<file path="config.mk">
export PLATFORM = sky130hd
export DESIGN_NAME = ltj_top
export DESIGN_NICKNAME = d
export VERILOG_FILES = /design/src/design/ltj_pkg.sv /design/src/design/ltj_tx_if.sv /design/src/design/ltj_tx_encoder.sv /design/src/design/ltj_top.sv
export VERILOG_INCLUDE_DIRS = /design/src /design/src/design
export SDC_FILE = /design/constraint.sdc
export NUM_CORES = 1
export LEC_CHECK = 0
export BUFFER_PORTS_ARGS = -buffer_cell sky130_fd_sc_hd__buf_2
export CAP_MARGIN = 20
export CORE_ASPECT_RATIO = 0.75
export CORE_MARGIN = 2
export CORE_UTILIZATION = 55
export CTS_CLUSTER_SIZE = 20
export DETAILED_ROUTE_END_ITERATION = 16
export PLACE_DENSITY = 0.85
export SLEW_MARGIN = 20
export SYNTH_ARGS = -nofsm -noshare
export SYNTH_HDL_FRONTEND = slang
export SYNTH_SLANG_ARGS = --single-unit
</file>
<file path="constraint.sdc">
create_clock -name I_SYS_CLK -period 2.7 [get_ports I_SYS_CLK]
set_input_delay 0.135 -clock I_SYS_CLK [delete_from_list [all_inputs] [get_ports I_SYS_CLK]]
set_output_delay 0.135 -clock I_SYS_CLK [all_outputs]
set_load 0.02 [all_outputs]
</file>
<file path="src/design/ltj_cfg.svh">
`ifndef LTJ_CFG_SVH
`define LTJ_CFG_SVH
// Purpose: offsets, field positions and reset values of the line configuration bank
// Assumes: byte-wide host register port
// Notes: definitions only
`define LTJ_OFF_SWRST 8'h01
`define LTJ_OFF_GLOBAL 8'h02
`define LTJ_OFF_TERM 8'h03
`define LTJ_OFF_JITTER 8'h04
`define LTJ_OFF_TXCFG 8'h05
// Global register
`define LTJ_GLB_STD_BIT 2
`define LTJ_GLB_MASK 8'h07
`define LTJ_GLB_RST 8'h00
// Termination register
`define LTJ_TERM_TX_LSB 3
`define LTJ_TERM_RX_LSB 0
`define LTJ_TERM_EXT_BIT 2
`define LTJ_TERM_MASK 8'h3f
`define LTJ_TERM_RST 8'h00
// Jitter register
`define LTJ_JIT_LIMIT_BIT 5
`define LTJ_JIT_PLACE_LSB 3
`define LTJ_JIT_DEPTH_LSB 1
`define LTJ_JIT_CORNER_BIT 0
`define LTJ_JIT_MASK 8'h3f
`define LTJ_JIT_RST 8'h20
// Transmit register
`define LTJ_TX_PD_BIT 4
`define LTJ_TX_INV_BIT 3
`define LTJ_TX_EDGE_BIT 2
`define LTJ_TX_MODE_LSB 0
`define LTJ_TX_MASK 8'h1f
`define LTJ_TX_RST 8'h00
// Attenuator buffer depths in bits
`define LTJ_DEPTH_128 8'h80
`define LTJ_DEPTH_64 8'h40
`define LTJ_DEPTH_32 8'h20
// Jitter corners in units of 0.01 Hz
`define LTJ_CORNER_E1_WIDE 10'h2a8
`define LTJ_CORNER_T1_WIDE 10'h1f4
`define LTJ_CORNER_E1_NARROW 10'h05a
`define LTJ_CORNER_T1_NARROW 10'h07d
`endif

</file>
<file path="src/design/ltj_pkg.sv">
// Purpose: shared types of the line configuration bank
// Assumes: nothing
// Notes: constants live in ltj_cfg.svh
package ltj_pkg;
  typedef enum logic [1:0] {
    LTJ_MODE_SUBST = 2'h0,
    LTJ_MODE_AMI = 2'h1,
    LTJ_MODE_RAIL = 2'h2,
    LTJ_MODE_RAIL_ALT = 2'h3
  } ltj_mode_t;
  // Pulse slot codes in the encoder delay line
  typedef enum logic [1:0] {
    LTJ_SLOT_SPACE = 2'h0,
    LTJ_SLOT_MARK = 2'h1,
    LTJ_SLOT_VIOL = 2'h2,
    LTJ_SLOT_FILL = 2'h3
  } ltj_slot_t;
endpackage

</file>
<file path="src/design/ltj_tx_if.sv">
// Purpose: carries sampled transmit data between register bank and encoder
// Assumes: single clock domain
// Notes: ctl drives, enc answers
`timescale 1ns/10ps
interface ltj_tx_if;
  import ltj_pkg::*;
  logic strobe;
  ltj_mode_t mode;
  logic t1;
  logic data;
  logic pos_in;
  logic neg_in;
  logic pos_out;
  logic neg_out;
  modport ctl (output strobe, mode, t1, data, pos_in, neg_in, input pos_out, neg_out);
  modport enc (input strobe, mode, t1, data, pos_in, neg_in, output pos_out, neg_out);
endinterface

</file>
<file path="src/design/ltj_tx_encoder.sv">
// Purpose: line encoder for the transmit path (substitution, AMI, dual-rail bypass)
// Assumes: strobe marks one sampled bit per pulse
// Notes: substitution codes need a delay line of 4 (E1) or 8 (T1) bits
`timescale 1ns/10ps
module ltj_tx_encoder
  import ltj_pkg::*;
#(
  parameter int DEPTH = 8
) (
  input wire logic i_clk,
  input wire logic i_rst,
  ltj_tx_if.enc tx
);
  ltj_slot_t slot_reg [DEPTH];
  logic last_pos_reg;
  logic odd_marks_reg;
  logic pos_reg;
  logic neg_reg;
  ltj_slot_t new_slot;
  ltj_slot_t out_slot;
  logic quiet3;
  logic quiet7;
  logic sub_odd;

  assign tx.pos_out = pos_reg;
  assign tx.neg_out = neg_reg;

  always_comb begin
    quiet3 = 1'b1;
    quiet7 = 1'b1;
    for (int i = 0; i < 7; i++) begin
      if (slot_reg[i] != LTJ_SLOT_SPACE) begin
        quiet7 = 1'b0;
        if (i < 3) begin
          quiet3 = 1'b0;
        end
      end
    end
    new_slot = tx.data ? LTJ_SLOT_MARK : LTJ_SLOT_SPACE;
    // Parity must include the slot leaving this cycle; a leaving violation restarts it
    sub_odd = (slot_reg[3] == LTJ_SLOT_VIOL) ? 1'b0 : odd_marks_reg ^ (slot_reg[3] == LTJ_SLOT_MARK);
    if (tx.mode == LTJ_MODE_AMI) begin
      out_slot = new_slot;
    end else if (tx.t1) begin
      out_slot = slot_reg[DEPTH-1];
    end else begin
      out_slot = slot_reg[3];
    end
  end

  // ==========================================================================
  // Delay line with zero substitution
  // ==========================================================================
  always_ff @(posedge i_clk) begin
    if (i_rst) begin
      for (int i = 0; i < DEPTH; i++) begin
        slot_reg[i] <= LTJ_SLOT_SPACE;
      end
    end else if (tx.strobe) begin
      for (int i = 1; i < DEPTH; i++) begin
        slot_reg[i] <= slot_reg[i-1];
      end
      slot_reg[0] <= new_slot;
      if (tx.mode == LTJ_MODE_SUBST && !tx.data) begin
        if (tx.t1 && quiet7) begin
          // Oldest first: 0 0 0 V B 0 V B
          slot_reg[0] <= LTJ_SLOT_MARK;
          slot_reg[1] <= LTJ_SLOT_VIOL;
          slot_reg[2] <= LTJ_SLOT_FILL;
          slot_reg[3] <= LTJ_SLOT_MARK;
          slot_reg[4] <= LTJ_SLOT_VIOL;
          slot_reg[5] <= LTJ_SLOT_FILL;
          slot_reg[6] <= LTJ_SLOT_FILL;
          slot_reg[7] <= LTJ_SLOT_FILL;
        end else if (!tx.t1 && quiet3) begin
          // Odd marks since the last violation need no balancing pulse
          slot_reg[0] <= LTJ_SLOT_VIOL;
          slot_reg[1] <= LTJ_SLOT_FILL;
          slot_reg[2] <= LTJ_SLOT_FILL;
          slot_reg[3] <= sub_odd ? LTJ_SLOT_FILL : LTJ_SLOT_MARK;
        end
      end
    end
  end

  // ==========================================================================
  // Pulse polarity and rail outputs
  // ==========================================================================
  always_ff @(posedge i_clk) begin
    if (i_rst) begin
      last_pos_reg <= 1'b0;
      odd_marks_reg <= 1'b0;
      pos_reg <= 1'b0;
      neg_reg <= 1'b0;
    end else if (tx.strobe) begin
      if (tx.mode == LTJ_MODE_RAIL || tx.mode == LTJ_MODE_RAIL_ALT) begin
        pos_reg <= tx.pos_in;
        neg_reg <= tx.neg_in;
      end else begin
        case (out_slot)
          LTJ_SLOT_MARK: begin
            pos_reg <= ~last_pos_reg;
            neg_reg <= last_pos_reg;
            last_pos_reg <= ~last_pos_reg;
            odd_marks_reg <= ~odd_marks_reg;
          end
          LTJ_SLOT_VIOL: begin
            pos_reg <= last_pos_reg;
            neg_reg <= ~last_pos_reg;
            odd_marks_reg <= 1'b0;
          end
          default: begin
            pos_reg <= 1'b0;
            neg_reg <= 1'b0;
          end
        endcase
      end
    end
  end
endmodule

</file>
<file path="src/design/ltj_top.sv">
// Purpose: line termination, jitter attenuator and transmit configuration bank
// Assumes: host port and transmit pins synchronous to I_SYS_CLK
// Notes: tx_line_clock is oversampled; it must run well below I_SYS_CLK / 2
`timescale 1ns/10ps
`include "ltj_cfg.svh"
module ltj_top
  import ltj_pkg::*;
(
  // Clock and reset
  input wire logic I_SYS_CLK,
  input wire logic I_SYS_RST,
  // Host register port
  input wire logic [7:0] I_HOST_ADDR,
  input wire logic I_HOST_WR,
  input wire logic I_HOST_RD,
  input wire logic [7:0] I_HOST_WDATA,
  output logic [7:0] O_HOST_RDATA,
  output logic O_HOST_RVALID,
  // Framer transmit side
  input wire logic I_TX_LINE_CLOCK,
  input wire logic I_TX_SINGLE_RAIL_IN,
  input wire logic I_TX_POSITIVE_RAIL_IN,
  input wire logic I_TX_NEGATIVE_RAIL_IN,
  // Line driver
  output logic O_TX_LINE_POS,
  output logic O_TX_LINE_NEG,
  output logic O_TX_LINE_OE,
  output logic O_TX_POWER_DOWN,
  // Termination control
  output logic [1:0] O_TX_TERM_SEL,
  output logic O_TX_TERM_EXT,
  output logic [1:0] O_RX_TERM_SEL,
  output logic O_RX_TERM_EXT,
  // Jitter attenuator control
  output logic O_JITTER_LIMIT_MODE,
  output logic O_JITTER_IN_TX,
  output logic O_JITTER_IN_RX,
  output logic [7:0] O_JITTER_DEPTH_BITS,
  output logic [9:0] O_JITTER_CORNER_CHZ,
  // Global standard
  output logic O_GLOBAL_LINE_STANDARD
);
  logic [7:0] global_reg;
  logic [7:0] term_reg;
  logic [7:0] jitter_reg;
  logic [7:0] txcfg_reg;
  logic tx_line_clock_prev_reg;
  logic soft_rst;
  logic cfg_rst;
  logic t1_mode;
  logic [1:0] placement;
  logic [1:0] depth_code;
  ltj_mode_t tx_encoder_mode;
  logic tx_data_invert;
  logic tx_clock_edge_select;
  logic tx_rise;
  logic tx_fall;

  ltj_tx_if tx ();

  assign soft_rst = I_HOST_WR && (I_HOST_ADDR == `LTJ_OFF_SWRST);
  assign cfg_rst = I_SYS_RST || soft_rst;
  assign t1_mode = global_reg[`LTJ_GLB_STD_BIT];
  assign placement = jitter_reg[`LTJ_JIT_PLACE_LSB +: 2];
  assign depth_code = jitter_reg[`LTJ_JIT_DEPTH_LSB +: 2];
  assign tx_encoder_mode = ltj_mode_t'(txcfg_reg[`LTJ_TX_MODE_LSB +: 2]);
  assign tx_data_invert = txcfg_reg[`LTJ_TX_INV_BIT];
  assign tx_clock_edge_select = txcfg_reg[`LTJ_TX_EDGE_BIT];

  // ==========================================================================
  // Register file
  // ==========================================================================
  // The line standard survives a soft reset; only the hard reset clears it
  always_ff @(posedge I_SYS_CLK) begin
    if (I_SYS_RST) begin
      global_reg <= `LTJ_GLB_RST;
    end else if (I_HOST_WR && I_HOST_ADDR == `LTJ_OFF_GLOBAL) begin
      global_reg <= I_HOST_WDATA & `LTJ_GLB_MASK;
    end
  end

  always_ff @(posedge I_SYS_CLK) begin
    if (cfg_rst) begin
      term_reg <= `LTJ_TERM_RST;
      jitter_reg <= `LTJ_JIT_RST;
      txcfg_reg <= `LTJ_TX_RST;
    end else if (I_HOST_WR) begin
      case (I_HOST_ADDR)
        `LTJ_OFF_TERM: term_reg <= I_HOST_WDATA & `LTJ_TERM_MASK;
        `LTJ_OFF_JITTER: jitter_reg <= I_HOST_WDATA & `LTJ_JIT_MASK;
        `LTJ_OFF_TXCFG: txcfg_reg <= I_HOST_WDATA & `LTJ_TX_MASK;
        default: begin
        end
      endcase
    end
  end

  // Reads answer one cycle later; unmapped and write-only offsets read zero
  always_ff @(posedge I_SYS_CLK) begin
    if (I_SYS_RST) begin
      O_HOST_RDATA <= 8'h00;
      O_HOST_RVALID <= 1'b0;
    end else begin
      O_HOST_RVALID <= I_HOST_RD;
      if (I_HOST_RD) begin
        case (I_HOST_ADDR)
          `LTJ_OFF_GLOBAL: O_HOST_RDATA <= global_reg;
          `LTJ_OFF_TERM: O_HOST_RDATA <= term_reg;
          `LTJ_OFF_JITTER: O_HOST_RDATA <= jitter_reg;
          `LTJ_OFF_TXCFG: O_HOST_RDATA <= txcfg_reg;
          default: O_HOST_RDATA <= 8'h00;
        endcase
      end
    end
  end

  // ==========================================================================
  // Decoded configuration outputs
  // ==========================================================================
  always_ff @(posedge I_SYS_CLK) begin
    if (I_SYS_RST) begin
      O_TX_TERM_SEL <= 2'h0;
      O_TX_TERM_EXT <= 1'b0;
      O_RX_TERM_SEL <= 2'h0;
      O_RX_TERM_EXT <= 1'b0;
      O_GLOBAL_LINE_STANDARD <= 1'b0;
    end else begin
      O_TX_TERM_SEL <= term_reg[`LTJ_TERM_TX_LSB +: 2];
      // External transmit matching exists only on E1
      O_TX_TERM_EXT <= term_reg[`LTJ_TERM_TX_LSB + `LTJ_TERM_EXT_BIT] && !t1_mode;
      O_RX_TERM_SEL <= term_reg[`LTJ_TERM_RX_LSB +: 2];
      O_RX_TERM_EXT <= term_reg[`LTJ_TERM_RX_LSB + `LTJ_TERM_EXT_BIT];
      O_GLOBAL_LINE_STANDARD <= t1_mode;
    end
  end

  always_ff @(posedge I_SYS_CLK) begin
    if (I_SYS_RST) begin
      O_JITTER_LIMIT_MODE <= 1'b1;
      O_JITTER_IN_TX <= 1'b0;
      O_JITTER_IN_RX <= 1'b0;
      O_JITTER_DEPTH_BITS <= `LTJ_DEPTH_128;
      O_JITTER_CORNER_CHZ <= `LTJ_CORNER_E1_WIDE;
    end else begin
      O_JITTER_LIMIT_MODE <= jitter_reg[`LTJ_JIT_LIMIT_BIT];
      O_JITTER_IN_TX <= (placement == 2'h1);
      O_JITTER_IN_RX <= (placement == 2'h3);
      if (depth_code[1]) begin
        O_JITTER_DEPTH_BITS <= `LTJ_DEPTH_32;
      end else if (depth_code[0]) begin
        O_JITTER_DEPTH_BITS <= `LTJ_DEPTH_64;
      end else begin
        O_JITTER_DEPTH_BITS <= `LTJ_DEPTH_128;
      end
      case ({jitter_reg[`LTJ_JIT_CORNER_BIT], t1_mode})
        2'h0: O_JITTER_CORNER_CHZ <= `LTJ_CORNER_E1_WIDE;
        2'h1: O_JITTER_CORNER_CHZ <= `LTJ_CORNER_T1_WIDE;
        2'h2: O_JITTER_CORNER_CHZ <= `LTJ_CORNER_E1_NARROW;
        default: O_JITTER_CORNER_CHZ <= `LTJ_CORNER_T1_NARROW;
      endcase
    end
  end

  // ==========================================================================
  // Transmit sampling
  // ==========================================================================
  always_ff @(posedge I_SYS_CLK) begin
    if (I_SYS_RST) begin
      tx_line_clock_prev_reg <= 1'b0;
    end else begin
      tx_line_clock_prev_reg <= I_TX_LINE_CLOCK;
    end
  end

  assign tx_rise = I_TX_LINE_CLOCK && !tx_line_clock_prev_reg;
  assign tx_fall = !I_TX_LINE_CLOCK && tx_line_clock_prev_reg;
  assign tx.strobe = tx_clock_edge_select ? tx_rise : tx_fall;
  assign tx.mode = tx_encoder_mode;
  assign tx.t1 = t1_mode;
  assign tx.data = I_TX_SINGLE_RAIL_IN ^ tx_data_invert;
  assign tx.pos_in = I_TX_POSITIVE_RAIL_IN ^ tx_data_invert;
  assign tx.neg_in = I_TX_NEGATIVE_RAIL_IN ^ tx_data_invert;

  ltj_tx_encoder #(
    .DEPTH(8)
  ) u_encoder (
    .i_clk(I_SYS_CLK),
    .i_rst(cfg_rst),
    .tx(tx)
  );

  // ==========================================================================
  // Line driver
  // ==========================================================================
  always_ff @(posedge I_SYS_CLK) begin
    if (I_SYS_RST) begin
      O_TX_LINE_POS <= 1'b0;
      O_TX_LINE_NEG <= 1'b0;
      O_TX_LINE_OE <= 1'b0;
      O_TX_POWER_DOWN <= 1'b0;
    end else begin
      O_TX_POWER_DOWN <= txcfg_reg[`LTJ_TX_PD_BIT];
      O_TX_LINE_OE <= !txcfg_reg[`LTJ_TX_PD_BIT] && !soft_rst;
      O_TX_LINE_POS <= tx.pos_out && !txcfg_reg[`LTJ_TX_PD_BIT];
      O_TX_LINE_NEG <= tx.neg_out && !txcfg_reg[`LTJ_TX_PD_BIT];
    end
  end
endmodule

</file>
==> results.sh, run 1 <==
export IMPL_hold_viol=0
export IMPL_grt_pass1_wl_um=10400
export IMPL_comb_power_share_pct=6.6
export IMPL_timing_critical_path_slowest_stage_cell="sky130_fd_sc_hd__or4b_2"
export IMPL_setup_viol=0
export IMPL_top_post_synthesis_cells_by_count="sky130_fd_sc_hd__dfxtp_1 (64), sky130_fd_sc_hd__nor2_1 (29), sky130_fd_sc_hd__mux2i_1 (27)"
export IMPL_wl_per_cell_um=15.0
export IMPL_yosys_cell_types_count=52
export IMPL_worst_setup_hold_path_clk_slew_ns=0.09
export IMPL_cts_root_buffer_cell="sky130_fd_sc_hd__clkbuf_8"
export IMPL_rsz_0062_raised_after_global_routing="false"
export IMPL_relSlewSlack_pct=53.0
export IMPL_crit_fanout=8
export IMPL_cp_required_ns=2.91
export IMPL_ys_dominant_reg_cell="sky130_fd_sc_hd__dfxtp_1"
export IMPL_initial_antenna_violation_count=0
export IMPL_synth_seq_area_share_pct=52.0
export IMPL_cts_hold_buf=1
export IMPL_power_leakage_nw=1.53
export IMPL_grt_ovfl_total=0
export IMPL_run_status="finished clean"
export IMPL_drt_total_wl_um=6490
export IMPL_yosys_area_top_type_share_pct=42.1
export IMPL_yosysWarnings=0
export IMPL_start_util_pct=56.9
export IMPL_power_share_sequential_pct=54.5
export IMPL_fin_total_pwr_mw=2.09
export IMPL_layout_drive_gt1_share_pct=26.1
export IMPL_finalWeightedCongestion=0.885
export IMPL_maxClockFrequency_mhz=483
export IMPL_gr_usage_all_layers_pct=22.2
export IMPL_largest_net_degree_at_the_start_of_global_routing=19
export IMPL_route_detailed_drc=0
export IMPL_nNetsFinal=378
export IMPL_die_y_extent_um=68.4
export IMPL_clock_sinks=74
export IMPL_syn_area_um2=3040
export IMPL_place_port_buffers=55
export IMPL_coreArea_um2=5350
export IMPL_floorplan_die_width_um=89.9
export IMPL_hold_worst_slack_ns=0.0507
export IMPL_numCtsBuffers=9
export IMPL_clkLatencyLatePin_ns=0.37
export IMPL_synth_ff_latch_count=74
export IMPL_worst_slew_pin_slew_ns=0.700
export IMPL_critical_path_buf_inv_count=0
export IMPL_crit_path_max_incr_delay_ns=0.77
export IMPL_synthTopCellsByArea="sky130_fd_sc_hd__dfxtp_1 (42%), sky130_fd_sc_hd__edfxtp_1 (9.9%), sky130_fd_sc_hd__mux2i_1 (8.9%)"
export IMPL_dp_worst_setup_slack_ns=0.701
export IMPL_vias_after_detailed_routing=2358
export IMPL_detail_route_first_pass_iterations=5
export IMPL_crit_family="simple AND/OR/NAND/NOR gates"
export IMPL_post_route_worst_setup_slack_ns=0.632
export IMPL_timing_critical_path_to_type="flop"
export IMPL_final_design_area_no_fill_um2=3570
export IMPL_syn_inst=293
export IMPL_hold_class="input port to flop"
export IMPL_drt_iter0_drc=146
export IMPL_antenna_diode_count=0
export IMPL_syn_avg_cell_area_um2=10.4
export IMPL_netSwitchingFraction_pct=26.9
export IMPL_placedInstanceArea_um2=3380
export IMPL_critical_path_cell_chain="or4b_2 > a2111oi_4 > nand2_2 > a21oi_1"
export IMPL_multi_input_area_um2=1330
export IMPL_area_growth_syn_to_layout_pct=17.4
export IMPL_regArea_um2=1580
export IMPL_power_per_cell_area_nw_per_um2=585
export IMPL_first_global_vias=2164
export IMPL_asyncSetResetFlopFracSynth_pct=0
export IMPL_synth_enable_flop_cells=10
export IMPL_post_cts_resized_instances=0
export IMPL_number_of_flip_flops_under_the_largest_register_name=16
export IMPL_netlist_top_cell_by_area="sky130_fd_sc_hd__dfxtp_1"
export IMPL_max_vdd_ir_drop_v=0.000324
export IMPL_fin_skew_ns=0.0113
export IMPL_period_share_pct=76.6
export IMPL_clk_path_buf_depth=2
export IMPL_fp_dieArea_um2=6150
export IMPL_postCtsSetupBuffers=0
export IMPL_postRouteAntennaNets=0
export IMPL_placed_wire_length_estimate_after_detailed_placement_um=4630
export IMPL_power_clock_fraction_pct=39.0
export IMPL_setup_tns_ns=0
export IMPL_clock_tree_from_tritoncts="done"
export IMPL_worst_setup_path_type="flop to flop"
export IMPL_yosys_cell_count_top_type="sky130_fd_sc_hd__dfxtp_1"
export IMPL_min_period_ns=2.07
export IMPL_route_detailed_vias_per_inst=5.46
export IMPL_internal_power_mw=1.53
export IMPL_startpoint_class_of_the_critical_path="flop"
export IMPL_max_cap_viol_count=0
export IMPL_fp_row_count=23
export IMPL_final_max_slew_viol_count=0
export IMPL_timing_critical_path_arrival_ns=2.28
export IMPL_num_fill_cells=429
export IMPL_io_pin_count=65
export IMPL_power_switching_mw=0.563
export IMPL_cts_h_tree_lvls=3
worst paths after layout:
kind                            cells after the start  slack [ns]                 start                        to
worst max-delay path                                4        0.63          txcfg_reg[1]  u_encoder.slot_reg[1][6]
worst min-delay path                                3        0.05       I_HOST_WDATA[4]               term_reg[4]
worst max register to register                      4        0.63          txcfg_reg[1]  u_encoder.slot_reg[1][6]
worst min register to register                      2        0.46  u_encoder.tx.neg_out      u_encoder.tx.neg_out
stage by stage:
step / std cells / utilization (%)
4_1_cts: 432 / 66.8
2_1_floorplan: 299 / -
5_1_grt: 432 / 66.8
3_5_place_dp: 415 / 63.1
6_report: 432 / 66.8
3_3_place_gp: 415 / 63.1
worst min-delay path, cell delays in order:
cell and delay, ns:
sky130_fd_sc_hd__buf_2 0.10, sky130_fd_sc_hd__mux2i_1 0.07, sky130_fd_sc_hd__nor2_1 0.07
routing by layer:
metal  up-vias  track usage, %  wire (µm)
li1       1130               -          -
met1      1099            29.4       3010
met2       112            34.1       2830
met3        17            6.28        517
met4         0            10.6        127
met5         -               0          0
layout by cell type, fill, tap and decap left out, drive strengths merged, types with 4 or more instances in the layout:
| cell type | synthesis | final |
|---|---|---|
| a21oi | 18 | 18 |
| nor3b | 5 | 5 |
| or2 | 4 | 4 |
| conb | 1 | 7 |
| nor2 | 29 | 29 |
| dfxtp | 64 | 64 |
| mux2i | 27 | 27 |
| edfxtp | 10 | 10 |
| inv | 13 | 17 |
| nor3 | 4 | 4 |
| clkbuf | 9 | 9 |
| nor2b | 13 | 13 |
| nand2 | 18 | 18 |
| a22o | 10 | 10 |
| buf | 12 | 62 |
| nand2b | 6 | 6 |
| o22ai | 4 | 4 |
layout make-up:
cell class,count,area share (%)
clock inverter,7,1.68
inverter,13,1.37
multi-input combinational,191,37.1
timing repair buffer,63,9.45
sequential,74,44.3
tap,75,2.63
clock buffer,9,3.47
logic make-up (layout without fill, tap and decap cells):
family | after synthesis | in the layout | share of synthesized area (%)
AND/OR/NAND/NOR | 97 | 97 | 18.2
buffers and inverters | 34 | 92 | 5.55
flip-flops | 74 | 74 | 52.0
multiplexers | 29 | 29 | 9.62
AO/OA/AOI/OAI | 51 | 51 | 12.3
other | 1 | 7 | 0.123
XOR/XNOR | 5 | 5 | 1.44
adder cells (fa/ha/maj) | 2 | 2 | 0.822
power by group through the flow:
stage               Sequential, mW  Clock [mW]  Combinational (mW)
CTS                           1.14       0.824               0.135
global placement              1.16           0               0.130
floorplan                     1.16           0              0.0895
global route                  1.14       0.875               0.148
finish                        1.14       0.815               0.137
detailed placement            1.16           0               0.134
(Power assumes the default switching activity.)
==> run 2, diff against run 1 <==
Settings changed: ABC_AREA from default to 1, CORE_UTILIZATION 55 to 49, PLACE_DENSITY 0.85 to 0.81.
Clock period 2.7 ns to 1.8 ns, I/O delays scaled along.
==> results.sh, run 2 <==
export IMPL_min_period_ns=1.65
export IMPL_setup_tns_ns=0
export IMPL_timing_critical_path_arrival_ns=1.90
export IMPL_layout_drive_gt1_share_pct=24.3
export IMPL_most_common_library_cell_in_the_layout_ignoring_fill_and_taps="sky130_fd_sc_hd__dfxtp_1"
export IMPL_yosys_area_top_type_share_pct=41.7
export IMPL_grt_pass1_wl_um=11100
export IMPL_yosysWarnings=0
export IMPL_netlist_top_cell_by_area="sky130_fd_sc_hd__dfxtp_1"
export IMPL_top_post_synthesis_cells_by_count="sky130_fd_sc_hd__dfxtp_1 (64), sky130_fd_sc_hd__nand2_1 (51), sky130_fd_sc_hd__inv_1 (45)"
export IMPL_internal_power_mw=2.55
export IMPL_crit_family="compound AO/OA/AOI/OAI gates"
export IMPL_final_max_slew_viol_count=0
export IMPL_maxClockFrequency_mhz=605
export IMPL_synth_top_family_by_area="simple AND/OR/NAND/NOR gates"
export IMPL_asyncSetResetFlopFracSynth_pct=0
export IMPL_clkLatencyLatePin_ns=0.35
export IMPL_cts_root_buffer_cell="sky130_fd_sc_hd__clkbuf_8"
export IMPL_floorplan_die_width_um=95.5
export IMPL_power_share_sequential_pct=51.4
export IMPL_largest_net_degree_at_the_start_of_global_routing=20
export IMPL_numCtsBuffers=9
export IMPL_worst_hold_depth=3
export IMPL_worst_setup_hold_path_clk_slew_ns=0.08
export IMPL_yosys_area_share_adder_pct=1.14
export IMPL_fp_row_count=24
export IMPL_setup_viol=0
export IMPL_number_of_flip_flops_under_the_largest_register_name=16
export IMPL_timing_critical_path_to_type="flop"
export IMPL_syn_inst=375
export IMPL_hold_class="input port to flop"
export IMPL_yosys_mux_area_fraction_pct=0
export IMPL_drt_total_wl_um=7090
export IMPL_post_route_worst_setup_slack_ns=0.146
export IMPL_area_growth_syn_to_layout_pct=19.9
export IMPL_initial_antenna_violation_count=0
export IMPL_wl_per_cell_um=13.4
export IMPL_critical_path_buf_inv_count=2
export IMPL_synth_seq_area_share_pct=51.4
export IMPL_syn_avg_cell_area_um2=8.20
export IMPL_worst_setup_path_type="flop to flop"
export IMPL_start_util_pct=51.7
export IMPL_yosys_cell_types_count=33
export IMPL_num_fill_cells=519
export IMPL_clk_path_buf_depth=2
export IMPL_route_detailed_vias_per_inst=5.18
export IMPL_critical_path_depth=9
export IMPL_synth_enable_flop_cells=10
export IMPL_stdcell_count=530
export IMPL_cts_h_tree_lvls=3
export IMPL_rsz_0062_raised_after_global_routing="false"
export IMPL_ys_dominant_reg_cell="sky130_fd_sc_hd__dfxtp_1"
export IMPL_critical_path_cell_chain="clkinv_1 > nand2_1 > o21ai_0 > o21ai_1 > inv_1 > ha_1 > or2_2 > a21oi_1 > o22ai_1"
export IMPL_fin_skew_ns=0.0106
export IMPL_synth_simple_area_share_pct=23.5
export IMPL_comb_power_share_pct=6.4
export IMPL_yosys_cell_count_top_type="sky130_fd_sc_hd__dfxtp_1"
export IMPL_clock_sinks=74
export IMPL_drt_iter0_drc=256
export IMPL_crit_fanout=4
export IMPL_startpoint_class_of_the_critical_path="flop"
export IMPL_max_cap_viol_count=0
export IMPL_coreArea_um2=5950
export IMPL_dp_worst_setup_slack_ns=0.0867
export IMPL_power_leakage_nw=1.70
export IMPL_netSwitchingFraction_pct=23.3
export IMPL_synth_xor_area_share_pct=0.814
export IMPL_finalWeightedCongestion=0.870
export IMPL_worstRegToRegCells=9
export IMPL_nNetsFinal=473
export IMPL_max_vdd_ir_drop_v=0.000457
export IMPL_fp_dieArea_um2=6930
export IMPL_clock_tree_from_tritoncts="done"
export IMPL_period_share_pct=91.9
export IMPL_place_port_buffers=55
export IMPL_postCtsSetupBuffers=0
export IMPL_layout_common_cells="sky130_fd_sc_hd__dfxtp_1 (64), sky130_fd_sc_hd__buf_2 (55), sky130_fd_sc_hd__nand2_1 (51)"
export IMPL_synthTopCellsByArea="sky130_fd_sc_hd__dfxtp_1 (42%), sky130_fd_sc_hd__edfxtp_1 (9.8%), sky130_fd_sc_hd__nand2_1 (6.2%)"
export IMPL_timing_critical_path_slowest_stage_cell="sky130_fd_sc_hd__dfxtp_1"
export IMPL_grt_ovfl_total=0
export IMPL_die_y_extent_um=72.6
export IMPL_power_switching_mw=0.775
export IMPL_run_status="finished clean"
export IMPL_antenna_diode_count=0
export IMPL_crit_path_max_incr_delay_ns=0.33
export IMPL_gr_usage_all_layers_pct=21.4
export IMPL_placedCellCount=511
export IMPL_placed_wire_length_estimate_after_detailed_placement_um=5230
export IMPL_vias_after_detailed_routing=2748
export IMPL_detail_route_first_pass_iterations=5
export IMPL_power_per_cell_area_nw_per_um2=902
export IMPL_hold_viol=0
export IMPL_first_global_vias=2376
export IMPL_cp_required_ns=2.04
export IMPL_postRouteAntennaNets=0
export IMPL_synth_ff_latch_count=74
export IMPL_io_pin_count=65
export IMPL_route_detailed_drc=0
export IMPL_synth_compound_area_share_pct=12.3
export IMPL_syn_area_um2=3070
export IMPL_power_clock_fraction_pct=42.2
## run 2: routing by layer
metal / track usage, % / share of wire [%]
met1: 30.4 / 46
met2: 31.5 / 43
met3: 7.13 / 11
met4: 5.40 / 0.96
met5: 0 / 0
## run 2: layout make-up
cell class,count,area [µm²],share of cell area (%)
Multi-Input combinational cell,238,1190,32.2
Clock buffer,10,128,3.46
Timing Repair Buffer,71,403,10.9
Clock inverter,6,87.6,2.38
Inverter,53,200,5.43
Tap cell,78,97.6,2.65
Sequential cell,74,1580,42.9
## run 2: timing repair
item                       CTS  global route
resized for setup            0             2
hold buffers                 3             0
hold endpoints to repair     3             0
setup endpoints to repair    0             3
## run 2: metrics by stage
stage	area, µm²	hold slack, ns	power, mW	util (%)
2_1_floorplan	3100	0.215	1.89	-
3_3_place_gp	3440	0.334	1.95	57.8
3_5_place_dp	3440	0.341	1.95	57.8
4_1_cts	3680	0.0142	3.33	62.0
5_1_grt	3690	0.0253	3.43	62.0
6_report	3690	0.0241	3.32	62.0
## run 2: worst paths after layout
| check | from | end | slack (ns) |
|---|---|---|---|
| hold reg to reg | term_reg[1] | O_RX_TERM_SEL[1] | 0.44 |
| hold / removal | I_HOST_WDATA[3] | txcfg_reg[3] | 0.02 |
| setup reg to reg | global_reg[2] | u_encoder.tx.neg_out | 0.15 |
| setup / recovery | global_reg[2] | u_encoder.tx.neg_out | 0.15 |
## run 2: kinds of logic (layout without fill, tap and decap cells)
kind of cell / after synthesis / in the layout
other cells: 1 / 7
buf+inv: 69 / 140
xor+xnor: 2 / 2
flops: 74 / 74
fa+ha+maj: 3 / 3
compound gates: 72 / 72
simple gates: 154 / 154
## run 2: power by group through the flow
stage / Sequential [mW] / Clock, mW / Combinational (mW)
after CTS: 1.71 / 1.41 / 0.211
after floorplan: 1.75 / 0 / 0.142
after global routing: 1.71 / 1.49 / 0.237
after detailed placement: 1.75 / 0 / 0.205
after global placement: 1.74 / 0 / 0.200
final: 1.71 / 1.40 / 0.214
## run 2: worst reg2reg max path, cell delays in order (launching register included)
cell and delay [ns]:
sky130_fd_sc_hd__dfxtp_1 0.33, sky130_fd_sc_hd__clkinv_1 0.11, sky130_fd_sc_hd__nand2_1 0.07, sky130_fd_sc_hd__o21ai_0 0.09, sky130_fd_sc_hd__o21ai_1 0.20, sky130_fd_sc_hd__inv_1 0.07
sky130_fd_sc_hd__ha_1 0.22, sky130_fd_sc_hd__or2_2 0.27, sky130_fd_sc_hd__a21oi_1 0.12, sky130_fd_sc_hd__o22ai_1 0.07
